<file path="src/fpc_pkg.sv">
// package: register map, field layout and decoded setting types
package fpc_pkg;

  // isa i/o ports of the index/data pair
  localparam logic [15:0] IDX_PORT_ADDR = 16'h002e;
  localparam logic [15:0] DAT_PORT_ADDR = 16'h002f;

  // register indexes
  localparam logic [7:0] IDX_FLOPPY_IRQ_DMA_SELECT      = 8'h06;
  localparam logic [7:0] IDX_PARALLEL_PORT_ENABLE_POWER = 8'h07;
  localparam logic [7:0] IDX_PARALLEL_PORT_MODE_FIFO    = 8'h08;

  // reset values
  localparam logic [7:0] RST_FLOPPY_IRQ_DMA_SELECT      = 8'ha6;
  localparam logic [7:0] RST_PARALLEL_PORT_ENABLE_POWER = 8'hf8;
  localparam logic [7:0] RST_PARALLEL_PORT_MODE_FIFO    = 8'h00;

  // writable bit masks; other bits read back their fixed value
  localparam logic [7:0] WMASK_FLOPPY = 8'h7f;
  localparam logic [7:0] FIXED_FLOPPY = 8'h80;
  localparam logic [7:0] WMASK_PPEN   = 8'h07;
  localparam logic [7:0] FIXED_PPEN   = 8'hf8;
  localparam logic [7:0] WMASK_PMODE  = 8'hff;

  // field positions
  localparam int IRQ_LSB    = 0;
  localparam int DMA_LSB    = 4;
  localparam int DMA_OFF    = 6;
  localparam int PPEN_BIT   = 0;
  localparam int APM_BIT    = 1;
  localparam int LEAK_BIT   = 2;
  localparam int MODE_LSB   = 0;
  localparam int THR_LSB    = 3;
  localparam int ZWS_BIT    = 7;

  // irq codes
  localparam logic [3:0] IRQ_NONE = 4'h0;

  // parallel port modes
  localparam logic [2:0] MODE_ECP_CODE = 3'h4;
  localparam logic [2:0] MODE_RSV5     = 3'h5;
  localparam logic [2:0] MODE_RSV7     = 3'h7;

  typedef enum logic [2:0] {
    FPC_MODE_STANDARD,
    FPC_MODE_BIDIR,
    FPC_MODE_EPP17,
    FPC_MODE_EPP19,
    FPC_MODE_ECP,
    FPC_MODE_RESERVED
  } fpc_mode_e;

  // isa i/o cycle as seen after the pin synchronisers
  typedef struct packed {
    logic [15:0] addr;
    logic        ior;
    logic        iow;
    logic [7:0]  data;
  } fpc_isa_s;

  // decoded floppy resource settings
  typedef struct packed {
    logic [15:0] irq_onehot;
    logic        irq_reserved;
    logic        dma_valid;
    logic [1:0]  dma_chan;
  } fpc_floppy_s;

  // decoded parallel port settings
  typedef struct packed {
    logic      decode_en;
    logic      power_down;
    logic      apm_en;
    logic      pins_isolated;
    fpc_mode_e mode;
    logic [4:0] fifo_threshold;
    logic      zero_wait_state_enable;
  } fpc_pport_s;

endpackage : fpc_pkg

</file>
<file path="src/fpc_irq_decode.sv">
// irq code to one-hot line decoder
`timescale 1ns/1ps
module fpc_irq_decode (
  input  wire logic [3:0]  code,
  output logic      [15:0] line_onehot,
  output logic             reserved
);

  // none and reserved codes drive no line
  always_comb begin
    line_onehot = 16'h0000;
    reserved    = 1'b0;
    case (code)
      4'h1, 4'h2, 4'h8, 4'hc, 4'hd: reserved = 1'b1;
      fpc_pkg::IRQ_NONE: line_onehot = 16'h0000;
      default: line_onehot = 16'h0001 << code;
    endcase
  end

endmodule : fpc_irq_decode

</file>
<file path="src/fpc_config_regs.sv">
// configuration registers for floppy resources and parallel port setup
// Contract
// - floppy register bits 3:0 pick irq 3-7, 9-11, 14, 15 or none; 1,2,8,c,d are reserved.
// - floppy register bits 6:4 pick dma channel 0-3; bit 6 set means no dma channel.
// - port enable bit 0 clear removes the port from decode and powers it down.
// - port enable bit 1 turns automatic power management on or off.
// - leakage bit 2 set isolates the port pins during power down; clear keeps them normal.
// - port enable bits 7:3 always read ones.
// - mode bits 2:0 select standard, bidirectional, epp 1.7, epp 1.9 or ecp; 5, 6 and 7 reserved.
// - mode bits 6:3 set the fifo threshold to the field plus one.
// - the host writes the index at port 2e, then reads or writes data at port 2f.
// - every register takes its reset value while the isa reset is high.
`timescale 1ns/1ps
module fpc_config_regs (
  input  wire logic                clk_sys,
  input  wire logic                rst,
  input  wire logic [15:0]         isa_addr,
  input  wire logic                isa_ior_n,
  input  wire logic                isa_iow_n,
  input  wire logic [7:0]          isa_data_in,
  input  wire logic                pport_cycle,
  output logic      [7:0]          isa_data_out,
  output logic                     isa_data_oe,
  output logic                     zero_wait_state_n,
  output fpc_pkg::fpc_floppy_s     floppy_cfg,
  output fpc_pkg::fpc_pport_s      pport_cfg
);

  // whole module state
  typedef struct packed {
    fpc_pkg::fpc_isa_s   s1;
    fpc_pkg::fpc_isa_s   s2;
    logic                pp1;
    logic                pp2;
    logic                iow_prev;
    logic [7:0]          index;
    logic [7:0]          floppy;
    logic [7:0]          ppen;
    logic [7:0]          pmode;
    logic [7:0]          dout;
    logic                doe;
    logic                zws_n;
    fpc_pkg::fpc_floppy_s fcfg;
    fpc_pkg::fpc_pport_s  pcfg;
  } fpc_state_s;

  fpc_state_s       st_q;
  fpc_state_s       st_d;
  fpc_pkg::fpc_isa_s isa_raw;
  logic [15:0]      irq_onehot;
  logic             irq_reserved;

  // decode mode field to enum
  function automatic fpc_pkg::fpc_mode_e mode_of(input logic [2:0] f);
    case (f)
      3'h0:    mode_of = fpc_pkg::FPC_MODE_STANDARD;
      3'h1:    mode_of = fpc_pkg::FPC_MODE_BIDIR;
      3'h2:    mode_of = fpc_pkg::FPC_MODE_EPP17;
      3'h3:    mode_of = fpc_pkg::FPC_MODE_EPP19;
      fpc_pkg::MODE_ECP_CODE: mode_of = fpc_pkg::FPC_MODE_ECP;
      default: mode_of = fpc_pkg::FPC_MODE_RESERVED;
    endcase
  endfunction : mode_of

  // merge write data through a mask
  function automatic logic [7:0] merge(input logic [7:0] old, input logic [7:0] wr,
                                       input logic [7:0] msk, input logic [7:0] fix);
    merge = (wr & msk) | (old & ~msk & ~fix) | fix;
  endfunction : merge

  assign isa_raw = '{addr: isa_addr, ior: ~isa_ior_n, iow: ~isa_iow_n, data: isa_data_in};

  fpc_irq_decode u_irq (
    .code        (st_q.floppy[fpc_pkg::IRQ_LSB +: 4]),
    .line_onehot (irq_onehot),
    .reserved    (irq_reserved)
  );

  // next state
  always_comb begin
    logic wr_edge;
    logic pd;
    wr_edge = 1'b0;
    pd      = 1'b0;
    st_d    = st_q;
    st_d.s1 = isa_raw;
    st_d.s2 = st_q.s1;
    st_d.pp1 = pport_cycle;
    st_d.pp2 = st_q.pp1;
    st_d.iow_prev = st_q.s2.iow;
    wr_edge = st_q.s2.iow && !st_q.iow_prev;
    if (wr_edge && st_q.s2.addr == fpc_pkg::IDX_PORT_ADDR) begin
      st_d.index = st_q.s2.data;
    end
    if (wr_edge && st_q.s2.addr == fpc_pkg::DAT_PORT_ADDR) begin
      case (st_q.index)
        fpc_pkg::IDX_FLOPPY_IRQ_DMA_SELECT: st_d.floppy = merge(st_q.floppy, st_q.s2.data,
            fpc_pkg::WMASK_FLOPPY, fpc_pkg::FIXED_FLOPPY);
        fpc_pkg::IDX_PARALLEL_PORT_ENABLE_POWER: st_d.ppen = merge(st_q.ppen, st_q.s2.data,
            fpc_pkg::WMASK_PPEN, fpc_pkg::FIXED_PPEN);
        fpc_pkg::IDX_PARALLEL_PORT_MODE_FIFO: st_d.pmode = merge(st_q.pmode, st_q.s2.data,
            fpc_pkg::WMASK_PMODE, 8'h00);
        default: st_d.index = st_q.index;
      endcase
    end
    // read path; fixed ones held in storage
    st_d.doe  = 1'b0;
    st_d.dout = 8'h00;
    if (st_q.s2.ior && st_q.s2.addr == fpc_pkg::IDX_PORT_ADDR) begin
      st_d.doe  = 1'b1;
      st_d.dout = st_q.index;
    end else if (st_q.s2.ior && st_q.s2.addr == fpc_pkg::DAT_PORT_ADDR) begin
      st_d.doe = 1'b1;
      case (st_q.index)
        fpc_pkg::IDX_FLOPPY_IRQ_DMA_SELECT:      st_d.dout = st_q.floppy | fpc_pkg::FIXED_FLOPPY;
        fpc_pkg::IDX_PARALLEL_PORT_ENABLE_POWER: st_d.dout = st_q.ppen | fpc_pkg::FIXED_PPEN;
        fpc_pkg::IDX_PARALLEL_PORT_MODE_FIFO:    st_d.dout = st_q.pmode;
        default:                                 st_d.dout = 8'hff;
      endcase
    end
    st_d.fcfg.irq_onehot   = irq_onehot;
    st_d.fcfg.irq_reserved = irq_reserved;
    st_d.fcfg.dma_valid = !st_q.floppy[fpc_pkg::DMA_OFF];
    st_d.fcfg.dma_chan  = st_q.floppy[fpc_pkg::DMA_LSB +: 2];
    pd = !st_q.ppen[fpc_pkg::PPEN_BIT];
    st_d.pcfg.decode_en  = !pd;
    st_d.pcfg.power_down = pd;
    st_d.pcfg.apm_en = st_q.ppen[fpc_pkg::APM_BIT];
    st_d.pcfg.pins_isolated = pd && st_q.ppen[fpc_pkg::LEAK_BIT];
    st_d.pcfg.mode = mode_of(st_q.pmode[fpc_pkg::MODE_LSB +: 3]);
    st_d.pcfg.fifo_threshold = {1'b0, st_q.pmode[fpc_pkg::THR_LSB +: 4]} + 5'h01;
    // zero wait state on enabled port cycles
    st_d.pcfg.zero_wait_state_enable = st_q.pmode[fpc_pkg::ZWS_BIT];
    st_d.zws_n = !(st_q.pmode[fpc_pkg::ZWS_BIT] && st_q.pp2 && !pd);
  end

  always_ff @(posedge clk_sys) begin
    if (rst) begin
      st_q        <= '0;
      st_q.floppy <= fpc_pkg::RST_FLOPPY_IRQ_DMA_SELECT;
      st_q.ppen   <= fpc_pkg::RST_PARALLEL_PORT_ENABLE_POWER;
      st_q.pmode  <= fpc_pkg::RST_PARALLEL_PORT_MODE_FIFO;
      st_q.zws_n  <= 1'b1;
      st_q.pcfg.decode_en  <= 1'b0;
      st_q.pcfg.power_down <= 1'b1;
      st_q.pcfg.fifo_threshold <= 5'h01;
    end else begin
      st_q <= st_d;
    end
  end

  assign isa_data_out      = st_q.dout;
  assign isa_data_oe       = st_q.doe;
  assign zero_wait_state_n = st_q.zws_n;
  assign floppy_cfg        = st_q.fcfg;
  assign pport_cfg         = st_q.pcfg;
endmodule : fpc_config_regs

</file>
<file path="config.mk">
export PLATFORM = sky130hd
export DESIGN_NAME = fpc_config_regs
export DESIGN_NICKNAME = d
export VERILOG_FILES = /design/src/fpc_pkg.sv /design/src/fpc_irq_decode.sv /design/src/fpc_config_regs.sv
export SDC_FILE = /design/constraint.sdc
export NUM_CORES = 1
export LEC_CHECK = 0
export BUFFER_PORTS_ARGS = -buffer_cell sky130_fd_sc_hd__clkbuf_2
export CORE_ASPECT_RATIO = 0.7
export CORE_MARGIN = 4
export CORE_UTILIZATION = 59
export DETAILED_ROUTE_END_ITERATION = 16
export PLACE_DENSITY_LB_ADDON = 0.08
export SYNTH_ARGS = -nofsm -noshare
export SYNTH_HDL_FRONTEND = slang
export SYNTH_SLANG_ARGS = --single-unit
</file>
<file path="constraint.sdc">
create_clock -name clk_sys -period 5.6 [get_ports clk_sys]
set_input_delay 0.56 -clock clk_sys [delete_from_list [all_inputs] [get_ports clk_sys]]
set_output_delay 0.56 -clock clk_sys [all_outputs]
set_load 0.03 [all_outputs]
</file>
-- Word level (Yosys, flattened, before mapping)
Cells that the tools add are included.
- muxes and demuxes: 11
- shifts and indexed selects: 1
- equal/unequal tests: 15
- bitwise operators: 2
- reduce and logical (&&, ||, !) cells: 20
- add/subtract/negate cells: 1
- operators by type and width (operator ; number):
    $eq A16 B6 Y1 const B ; 2
    $mux W32 ; 1
    $mux W8 ; 3
    $pmux W8 S3 ; 1
    $mux W9 ; 2
    $eq A8 B3 Y1 const B ; 2
    $shl A1 B4 Y16 const A ; 1
    $pmux W3 S5 ; 1
    $eq A4 B4 Y1 const B ; 3
    $eq A8 B4 Y1 const B ; 1
    $logic_and A1 B1 Y1 ; 8
    $mux W7 ; 1
    $reduce_or A7 Y1 ; 1
    $eq A3 B2 Y1 const B ; 2
    $reduce_and A2 Y1 ; 3
    $add A4 B1 Y5 const B ; 1
    $reduce_or A5 Y1 ; 1
    $eq A4 B1 Y1 const B ; 1
    $eq A4 B2 Y1 const B ; 1
    $logic_not A1 Y1 ; 4
    $logic_not A4 Y1 ; 1
    $eq A3 B1 Y1 const B ; 1
    $eq A3 B3 Y1 const B ; 1
    $logic_not A3 Y1 ; 1
    5 further kinds ; 6
- input port bits: 29
- output and inout bits: 43
- register bits after elaboration: 124
- logic and storage cells: 79

-- Depth between registers and ports, before layout
Gate-level depths: netlist (run 1).
- word-level depth: 6
- mapped depth: 6
- depth with buffers taken out: 4

-- Cells and area by module
From an unflattened synthesis (run 1), not the netlist that was laid out.
- cells, all modules: 415
- area total of the unflattened synthesis: 4449.3 µm²
- modules (own cells, without submodules) (module ; seq. area each (µm²) ; times used ; cells an instance ; area each (µm²)):
    fpc_config_regs ; 2482.4 ; 1 ; 388 ; 4287.9
    fpc_irq_decode ; 0.0 ; 1 ; 27 ; 161.4

-- Worst setup path before layout (run 1)
No wires, ideal clock.
- path type: register -> register
- from: register st_q[92] (netlist name)
- to: register st_q (netlist bit st_d[0])
- arrival time: 2.318 ns
- period minus slack after synthesis: 2.439 ns
- setup slack: 3.161 ns
- cell stages (with the launch flop): 6
- setup time: 0.121 ns
- path through: dfxtp_1 -> or4b_4 -> or4_4 -> or4_1 -> buf_4 -> mux2_4
- longest elaborated chain between the ends: 3
- RTL lines (item ; line ; source):
    from (decl) ; fpc_config_regs.sv:47 ; fpc_state_s st_q;
    from (signal assigned) ; fpc_config_regs.sv:148 ; st_q <= st_d;
    $eq A16 B6 Y1 ; fpc_config_regs.sv:95 ; if (wr_edge && st_q.s2.addr == fpc_pkg::DAT_PORT_ADDR) begin
    $logic_and A1 B1 Y1 ; fpc_config_regs.sv:95 ;
    $reduce_and A2 Y1 (no line) ; -- ;
No other way between the ends.
A chain may end at the register's enable or synchronous reset.

-- Worst setup path after layout (run 1)
- from: register st_q[97] (netlist name)
- to: register st_q (netlist bit st_d[0])
Same word-level chain as after synthesis.

==> metrics, run 1 <==
Setup Skew 0.00857 ns; post-DP HPWL 4900 µm; mux share of post-synthesis cell area 5.21%; vias in the first global route 2,730; layout filler cell count 508; Internal 1600 µW; post-DR vias/cell 4.97; Adder-Cell Fraction of Synth Area 0.290%; Final period util 49.2%; Final GP Congestion 0.805; minimum clock period 2.76 ns; layout cells sized above 1 24.7%; Reg-to-Reg Start st_q[97]$_SDFF_PP0_; reg2reg end st_d[0]$_SDFFE_PP0P_; EDFF count, synth 0; area leader, netlist dfxtp_1; Ports 72; die width 110 µm; antenna violations before repair 0; Setup TNS 0 ns; core box area 0.00694 mm²; CTS hold repair buffers 0; # port buffers 71; worst-skew pair later-pin latency 0.51 ns; Sw Ratio 21.0%; Synth Area in Simple Gates 21.9%; Site Rows 25; placed cell count 520; leakage 0.00218 µW; drt first pass iters 4; worst path required time 6.00 ns; sequential-to-total area share from yosys stat 57.5%; sequential share of power 45.1%; largest family of logic cells by synthesized area simple AND/OR/NAND/NOR gates; Max H-tree Level 4; Finished Layout Cells 552; register area 0.00248 mm²; commonest cells after routing, fill and taps aside 124 x dfxtp_1, 70 x clkbuf_2, 59 x nor2b_1; RSZ-0062 raised after global routing no; share of the synthesized area in the top cell type 57.5%; number of diodes 0; initial DRC count 135; Hold Path Class in2reg; cell count after synthesis 409; pre-CTS WS 2.84 ns; Worst Setup End Kind flip-flop; CTS tree done; Clock Power Share 52.3%; Max Fclk 0.363 GHz; first-pass GRT wire length 12,500 µm; largest net degree at the start of global routing 55; relative slew slack 44.7%; drt drc 0; ys flop type dfxtp_1; Ys Warns 0; DR vias 2,744; die area 0.00878 mm²; status finished clean; count of cell types in the netlist 40; Setup-failing EPs final 0; Synth async-reset ratio 0%; synthesized cell area 0.00432 mm²; WL final 7320 µm; Cell Area, Placed 0.00442 mm²; combined area of the multi-input logic cells 0.00144 mm²; pwr dens 403 mW/mm²; post-route ant nets 0; Max clock buf depth 2; xor/xnor share of the synthesized area 0.405%; worst hold path endpoint st_d[87]$_SDFF_PP0_; CTS resizes 0; R2R Setup Slk 2.84 ns; Layout area overhead 16.1%; final setup margin 2.84 ns; initial core utilization 62.2%; TritonCTS Buffers 17; Final Max Tran Viols 0; Worst-path clk slew 0.06 ns; critical setup path kind reg2reg; clk root buf clkbuf_8; hold_sp isa_ior_n; number of synthesized register bits 124; worst slew pin tran 0.823 ns; Hold Crit Depth 2; DR WL/cell 13.3 µm; switching power total 424 µW; crit path DAT 3.16 ns; Synth Area in Compound Gates 4.95%; Max FO, Critical Path 11; reg2reg path depth 4; logic gate share of total power 2.7%; post-synthesis average cell area 10.6 µm²; GRT overflow 0; Die Y 79.6 µm; Hold Violations, Final 0; most common cell after layout, fill and taps aside dfxtp_1; Area contributors post-synth dfxtp_1 57%, nor2b_1 8.5%, buf_4 7.3%; Nets 475; Max-Cap Viols 0; Peak VDD IR 0.000263 V; GRT Overall Usage 18.7%; Setup Buffers After CTS 0; clock tree sinks 124; crit start category flip-flop; Final Instance Area 0.00502 mm²
[registers in the layout (all words and copies together), names as in the netlist]
register           cells
st_d                  33
st_q                  48
pport_cfg             13
isa_data_oe            1
isa_data_out           8
floppy_cfg            20
zero_wait_state_n      1
[power groups by stage]
stage / logic (µW) / clock network [µW] / registers (µW)
2_1_floorplan: 43.6 / 0 / 927
3_3_place_gp: 54.0 / 0 / 930
3_5_place_dp: 54.5 / 0 / 931
4_1_cts: 54.8 / 1080 / 912
5_1_grt: 60.8 / 1120 / 914
6_report: 54.1 / 1060 / 912
[worst max-delay path, stage by stage (launching register included)]
cell and delay, ns:
dfxtp_1 0.29, or4_1 0.57, or4_4 0.58, or4_1 0.82, mux2_4 0.39
[cell usage after synthesis (all sizes together), types with 2 or more instances]
cell and number:
a21oi 13, a22oi 4, a311oi 6, buf 45, clkbuf 15, dfxtp 124, inv 6, mux2i 21
nand2 2, nand2b 26, nand3 11, nand3b 3, nor2 36, nor2b 59, nor3 2, nor3b 2
nor4 3, o21ai 8, or4 6
[metrics by stage]
stage / hold slack [ns] / power (µW) / utilization, %
after floorplan: 0.366 / 971 / -
after global placement: 0.375 / 984 / 63.7
after detailed placement: 0.380 / 985 / 63.7
after CTS: 0.168 / 2040 / 72.2
after global routing: 0.194 / 2100 / 72.2
final: 0.196 / 2020 / 72.2
[per-layer routing]
| metal | global-route usage [%] | routed length, µm |
|---|---|---|
| met5 | 0 | 0 |
| met4 | 6.52 | 66 |
| met3 | 8.08 | 467 |
| met2 | 28.9 | 3400 |
| met1 | 23.4 | 3380 |
[worst max-delay path by stage]
stage                     startpoint                    to  slack (ns)  cells past startpoint
2_1_floorplan    st_q[92]$_SDFF_PP0_  st_d[0]$_SDFFE_PP0P_        3.16                      5
3_3_place_gp     st_q[97]$_SDFF_PP0_  st_d[0]$_SDFFE_PP0P_        2.87                      4
3_5_place_dp     st_q[97]$_SDFF_PP0_  st_d[0]$_SDFFE_PP0P_        2.84                      4
4_1_cts          st_q[92]$_SDFF_PP0_  st_d[0]$_SDFFE_PP0P_        2.84                      4
5_1_grt        st_q[67]$_SDFFE_PP0P_  st_d[0]$_SDFFE_PP0P_        2.73                      4
6_report         st_q[97]$_SDFF_PP0_  st_d[0]$_SDFFE_PP0P_        2.84                      4
[area by class of cell]
class                           count  share of cell area [%]
Clock inverter                     12                    2.77
Timing Repair Buffer               72                    7.23
Clock buffer                       20                    9.08
Multi-Input combinational cell    224                    28.6
Tap cell                           94                    2.34
Sequential cell                   124                    49.5
Inverter                            6                   0.449
[cell families after synthesis]
| family | Yosys count |
|---|---|
| compound gates | 34 |
| other cells | 1 |
| fa+ha+maj | 1 |
| xor+xnor | 2 |
| simple gates | 159 |
| flops | 124 |
| buf+inv | 66 |
| mux | 22 |
Power figures use the tool's default switching activity.
==> inputs of run 2 (changes only) <==
--- a/config.mk
+++ b/config.mk
@@ -8,7 +8,7 @@
 export BUFFER_PORTS_ARGS = -buffer_cell sky130_fd_sc_hd__clkbuf_2
 export CORE_ASPECT_RATIO = 0.7
 export CORE_MARGIN = 4
-export CORE_UTILIZATION = 59
+export CORE_UTILIZATION = 55
 export DETAILED_ROUTE_END_ITERATION = 16
 export PLACE_DENSITY_LB_ADDON = 0.08
 export SYNTH_ARGS = -nofsm -noshare
==> constraint.sdc (replaced) <==
create_clock -name clk_sys -period 2.7 [get_ports clk_sys]
set_input_delay 0.27 -clock clk_sys [delete_from_list [all_inputs] [get_ports clk_sys]]
set_output_delay 0.27 -clock clk_sys [all_outputs]
set_load 0.03 [all_outputs]
==> metrics, run 2 (synthesis results as in run 1) <==
Nets 506 (+6.5%); Max-Cap Viols 0 (unchanged); GRT Overall Usage 18.0% (-0.72 points); GRT overflow 0 (unchanged); Setup Skew 0.00997 ns (+0.00140 ns); Max H-tree Level 4 (unchanged); Ports 72 (unchanged); Clock Power Share 53.3% (+1.0 points); Hold Path Class in2reg; Setup-failing EPs final 0 (unchanged); number of diodes 0 (unchanged); Layout area overhead 24.0%; logic gate share of total power 3.3% (+0.6 points); final total power 4370 µW (+120%); post-route ant nets 0 (unchanged); post-DP HPWL 5040 µm (+2.9%); Setup TNS 0 ns (unchanged); leakage 0.00233 µW (+7.0%); clock tree sinks 124 (unchanged); DR WL/cell 13.1 µm (-1.2%); layout cells sized above 1 23.7% (-0.95 points); Worst Setup End Kind flip-flop; initial DRC count 129 (-4.4%); post-DR vias/cell 4.82 (-3.1%); critical setup path kind reg2reg; Hold Violations, Final 0 (unchanged); Internal 3510 µW (+120%); Max clock buf depth 2 (unchanged); antenna violations before repair 0 (unchanged); drt drc 0 (unchanged); most common cell after layout, fill and taps aside dfxtp_1; Final Max Tran Viols 0 (unchanged); status finished clean; drt first pass iters 4 (unchanged); WL final 7690 µm (+5.1%); CTS resizes 0 (unchanged); commonest cells after routing, fill and taps aside 124 x dfxtp_1, 70 x clkbuf_2, 59 x nor2b_1; first-pass GRT wire length 12,900 µm (+2.5%); TritonCTS Buffers 17 (unchanged); core box area 0.00745 mm² (+7.3%); sequential share of power 43.3% (-1.8 points); clk root buf clkbuf_8; crit start category flip-flop; largest net degree at the start of global routing 48 (-13%); relative slew slack 51.4% (+6.7 points); CP top delay family simple AND/OR/NAND/NOR gates; Final period util 92.6% (+43 points); Peak VDD IR 0.000476 V (+81%); switching power total 855 µW (+100%); die area 0.00936 mm² (+6.6%); RSZ-0062 raised after global routing no; Max Fclk 0.400 GHz (+10%); Die Y 82.2 µm (+3.2%); max reg flops 48 (unchanged); Sw Ratio 19.6% (-1.4 points); register name with the most flops st_q; # port buffers 71 (unchanged); Setup Buffers After CTS 0 (unchanged); Worst-path clk slew 0.06 ns (about the same); crit path DAT 2.88 ns (-0.28 ns); vias in the first global route 2,784 (+2.0%); worst slew pin tran 0.730 ns (-0.0930 ns); slowest stage delay, CP 0.60 ns (-0.22 ns); CP Buf/Inv Count 1 (+1); Max FO, Critical Path 11 (unchanged); pwr dens 815 mW/mm² (+100%); DR vias 2,827 (+3.0%); Critical-path top delay cell or4_4; initial core utilization 58.0% (-4.2 points); worst path required time 3.08 ns (-2.92 ns); CTS hold repair buffers 27 (+27); die width 114 µm (+3.3%); minimum clock period 2.50 ns (-0.255 ns); Final GP Congestion 0.782 (-2.8%); Site Rows 26 (+4.0%); CTS tree done; worst-skew pair later-pin latency 0.51 ns (about the same); cell breakdown of the critical path or4b_4 > or4_4 > or4_1 > buf_4 > mux2i_1
run 2: changes by cell type in the layout (fill, tap and decap cells not counted):
cell and delta:
inv_6 -1, dlygate4sd3_1 +27, bufinv_16 +1, clkbuf_1 +1
clkinv_2 -1, clkinvlp_4 -1, buf_4 +4, clkbuf_8 +3
clkinv_4 -2
run 2: routing by layer:
layer / global-route usage [%] / routed length, µm / part of all wire, % / vias up
met4: 9.49 / 106 / 1.4 / 0
met1: 21.1 / 3600 / 47 / 1312
met5: 0 / 0 / 0 / -
met2: 29.4 / 3550 / 46 / 68
li1: - / - / - / 1436
met3: 6.48 / 429 / 5.6 / 11
run 2: metrics by stage:
step / worst slack, ns / utilization [%] / instances / hold WS, ns / cell area [µm²]
after detailed placement: 0.210 / 59.8 / 528 / 0.379 / 4460
after global placement: 0.246 / 59.8 / 528 / 0.373 / 4460
after floorplan: 0.261 / - / 414 / 0.337 / 4340
after CTS: 0.196 / 71.9 / 587 / 0.298 / 5360
final: 0.200 / 71.9 / 587 / 0.320 / 5360
after global routing: 0.128 / 71.9 / 587 / 0.339 / 5360
run 2: path summary, 6_finish.rpt:
| kind | cells past startpoint | start | to | slack (ns) |
|---|---|---|---|---|
| worst max-delay path | 5 | st_q[92]$_SDFF_PP0_ | st_q[43]$_SDFFE_PP0P_ | 0.20 |
| worst min-delay path | 2 | rst | floppy_cfg[2]$_SDFF_PP0_ | 0.32 |
| worst max register to register | 5 | st_q[92]$_SDFF_PP0_ | st_q[43]$_SDFFE_PP0P_ | 0.20 |
| worst min register to register | 1 | st_q[76]$_SDFF_PP0_ | zero_wait_state_n$_SDFF_PP1_ | 0.39 |
run 2: power groups by stage:
stage | Sequential (µW) | Clock [µW] | Combinational [µW]
after floorplan | 1920 | 0 | 90.4
after global placement | 1930 | 0 | 113
after detailed placement | 1930 | 0 | 115
after CTS | 1890 | 2360 | 145
after global routing | 1900 | 2450 | 160
final | 1890 | 2330 | 146
run 2: area by class of cell:
cell class | count | area (µm²)
multi-input combinational | 224 | 1440
clock buffer | 24 | 500
clock inverter | 8 | 130
inverter | 6 | 22.5
fill | 536 | 2090
tap | 98 | 123
timing repair buffer | 103 | 663
sequential | 124 | 2480
==> inputs of run 3 (changes only) <==
--- a/config.mk
+++ b/config.mk
@@ -6,6 +6,7 @@
 export NUM_CORES = 1
 export LEC_CHECK = 0
 export BUFFER_PORTS_ARGS = -buffer_cell sky130_fd_sc_hd__clkbuf_2
+export CAP_MARGIN = 20
 export CORE_ASPECT_RATIO = 0.7
 export CORE_MARGIN = 4
 export CORE_UTILIZATION = 55
==> constraint.sdc (replaced) <==
create_clock -name clk_sys -period 2.7 [get_ports clk_sys]
set_input_delay 0 -clock clk_sys [delete_from_list [all_inputs] [get_ports clk_sys]]
set_output_delay 0 -clock clk_sys [all_outputs]
set_load 0.03 [all_outputs]
==> metrics, run 3 (synthesis results as in run 1) <==
worst path required time 3.09 ns (about the same); TritonCTS Buffers 17 (unchanged); most common cell after layout, fill and taps aside dfxtp_1; first-pass GRT wire length 13,000 µm (+1.1%); cell breakdown of the critical path or4_1 > or4_4 > or4_1 > buf_4 > mux2i_1; Die Y 82.2 µm (unchanged); worst-skew pair later-pin latency 0.51 ns (about the same); Hold Violations, Final 0 (unchanged); post-route ant nets 0 (unchanged); Site Rows 26 (unchanged); Max clock buf depth 2 (unchanged); relative slew slack 30.0% (-21 points); GRT Overall Usage 18.2% (+0.15 points); GRT overflow 0 (unchanged); Setup TNS 0 ns (unchanged); final setup margin 0.228 ns (+0.0277 ns); crit start category flip-flop; Max H-tree Level 4 (unchanged); worst slew pin tran 1.05 ns (+0.320 ns); layout cells sized above 1 23.4% (-0.31 points); Worst Setup End Kind flip-flop; minimum clock period 2.47 ns (-0.0277 ns); Reg-to-Reg Start st_q[97]$_SDFF_PP0_; antenna violations before repair 0 (unchanged); die area 0.00936 mm² (unchanged); die width 114 µm (unchanged); status finished clean; CTS resizes 0 (unchanged); logic gate share of total power 3.5% (+0.2 points); register name with the most flops st_q; DR WL/cell 13.2 µm (+0.92%); Peak VDD IR 0.000545 V (+14%); Sw Ratio 21.1% (+1.5 points); initial DRC count 118 (-8.5%); CTS tree done; Max FO, Critical Path 11 (unchanged); Hold Path Class in2reg; crit path from st_q[97]$_SDFF_PP0_; DR vias 2,814 (-0.46%); max reg flops 48 (unchanged); Clock Power Share 51.1% (-2.2 points); Layout area overhead 22.8%; core box area 0.00745 mm² (unchanged); # port buffers 71 (unchanged); Setup-failing EPs final 0 (unchanged); drt first pass iters 4 (unchanged); layout filler cell count 560 (+4.5%); initial core utilization 58.0% (unchanged); Max-Cap Viols 0 (unchanged); clk root buf clkbuf_8; sequential share of power 45.3% (+2.0 points); critical setup path kind reg2reg; Worst-path clk slew 0.06 ns (about the same); Setup Skew 0.00800 ns (-0.00197 ns); pre-CTS WS 0.223 ns (+0.0138 ns); commonest cells after routing, fill and taps aside 124 x dfxtp_1, 70 x clkbuf_2, 59 x nor2b_1; post-DR vias/cell 4.81 (-0.12%); Ports 72 (unchanged); Nets 505 (-0.20%); slowest stage delay, CP 0.59 ns (about the same); largest net degree at the start of global routing 65 (+35%); vias in the first global route 2,784 (unchanged); Final period util 91.6% (-1.0 points); leakage 0.00229 µW (-1.6%); post-DP HPWL 5020 µm (-0.27%); Max Fclk 0.404 GHz (+1.1%); hold_sp isa_iow_n; number of diodes 0 (unchanged); pwr dens 787 mW/mm² (-3.4%); Internal 3290 µW (-6.2%); drt drc 0 (unchanged); final hold slack 0.173 ns (-0.147 ns); WL final 7730 µm (+0.57%); clock tree sinks 124 (unchanged); Final GP Congestion 0.783 (about the same); switching power total 881 µW (+2.9%); cell mode on critical path or4_1; crit path DAT 2.86 ns (-0.02 ns); Final Max Tran Viols 0 (unchanged); Critical-path top delay cell or4_1; RSZ-0062 raised after global routing no
[run 3: cell types whose count changed in the layout (fill, tap and decap cells not counted)]
cell and change:
clkinv_4 +1, clkinvlp_4 +2, clkbuf_8 -5, buf_4 -2, buf_12 +1, bufinv_16 -1
inv_6 +2
[run 3: power by group through the flow]
stage               clock network [µW]  registers [µW]  logic, µW
floorplan                            0            1920       90.4
global placement                     0            1930        115
detailed placement                   0            1930        116
CTS                               2160            1890        147
global route                      2270            1890        163
finish                            2130            1890        148
[run 3: through the flow]
| stage | cell area, µm² | total power, µW | cells | utilization, % |
|---|---|---|---|---|
| after global routing | 5310 | 4330 | 585 | 71.2 |
| after CTS | 5310 | 4200 | 585 | 71.2 |
| final | 5310 | 4170 | 585 | 71.2 |
| after global placement | 4460 | 2040 | 527 | 59.9 |
| after floorplan | 4340 | 2010 | 414 | - |
| after detailed placement | 4460 | 2050 | 527 | 59.9 |
[run 3: final cells by class]
cell class | count | area (µm²) | area share, %
clock buffers | 19 | 432 | 8.14
repair buffers | 102 | 668 | 12.6
flip-flops and latches | 124 | 2480 | 46.8
well taps | 98 | 123 | 2.31
multi-input cells | 224 | 1440 | 27.1
inverters | 6 | 22.5 | 0.425
clock inverters | 12 | 141 | 2.67
[run 3: final timing paths]
kind                                                     end  slack (ns)  cells past startpoint
worst max register to register         st_q[45]$_SDFFE_PP0P_        0.23                      5
worst min-delay path                     st_d[86]$_SDFF_PP0_        0.17                      3
worst max-delay path                   st_q[45]$_SDFFE_PP0P_        0.23                      5
worst min register to register  zero_wait_state_n$_SDFF_PP1_        0.39                      1
[run 3: timing repair]
action / CTS / global route
endpoints found under the hold margin: 27 / 0
hold buffers: 27 / 0
buffers inserted: 0 / 0
[run 3: layer usage]
metal / vias to the layer above / global-route usage, % / part of all wire, %
met5: - / 0 / 0
met4: 0 / 6.41 / 1.4
met3: 14 / 7.14 / 5.9
met2: 72 / 29.7 / 45
met1: 1291 / 22.1 / 47
li1: 1437 / - / -
[run 3: critical path: cells and delay by family (launching register included)]
kind          cells  cell delay (ns)
simple gates      3             1.74
flops             1             0.29
buf+inv           1             0.21
mux               1             0.12
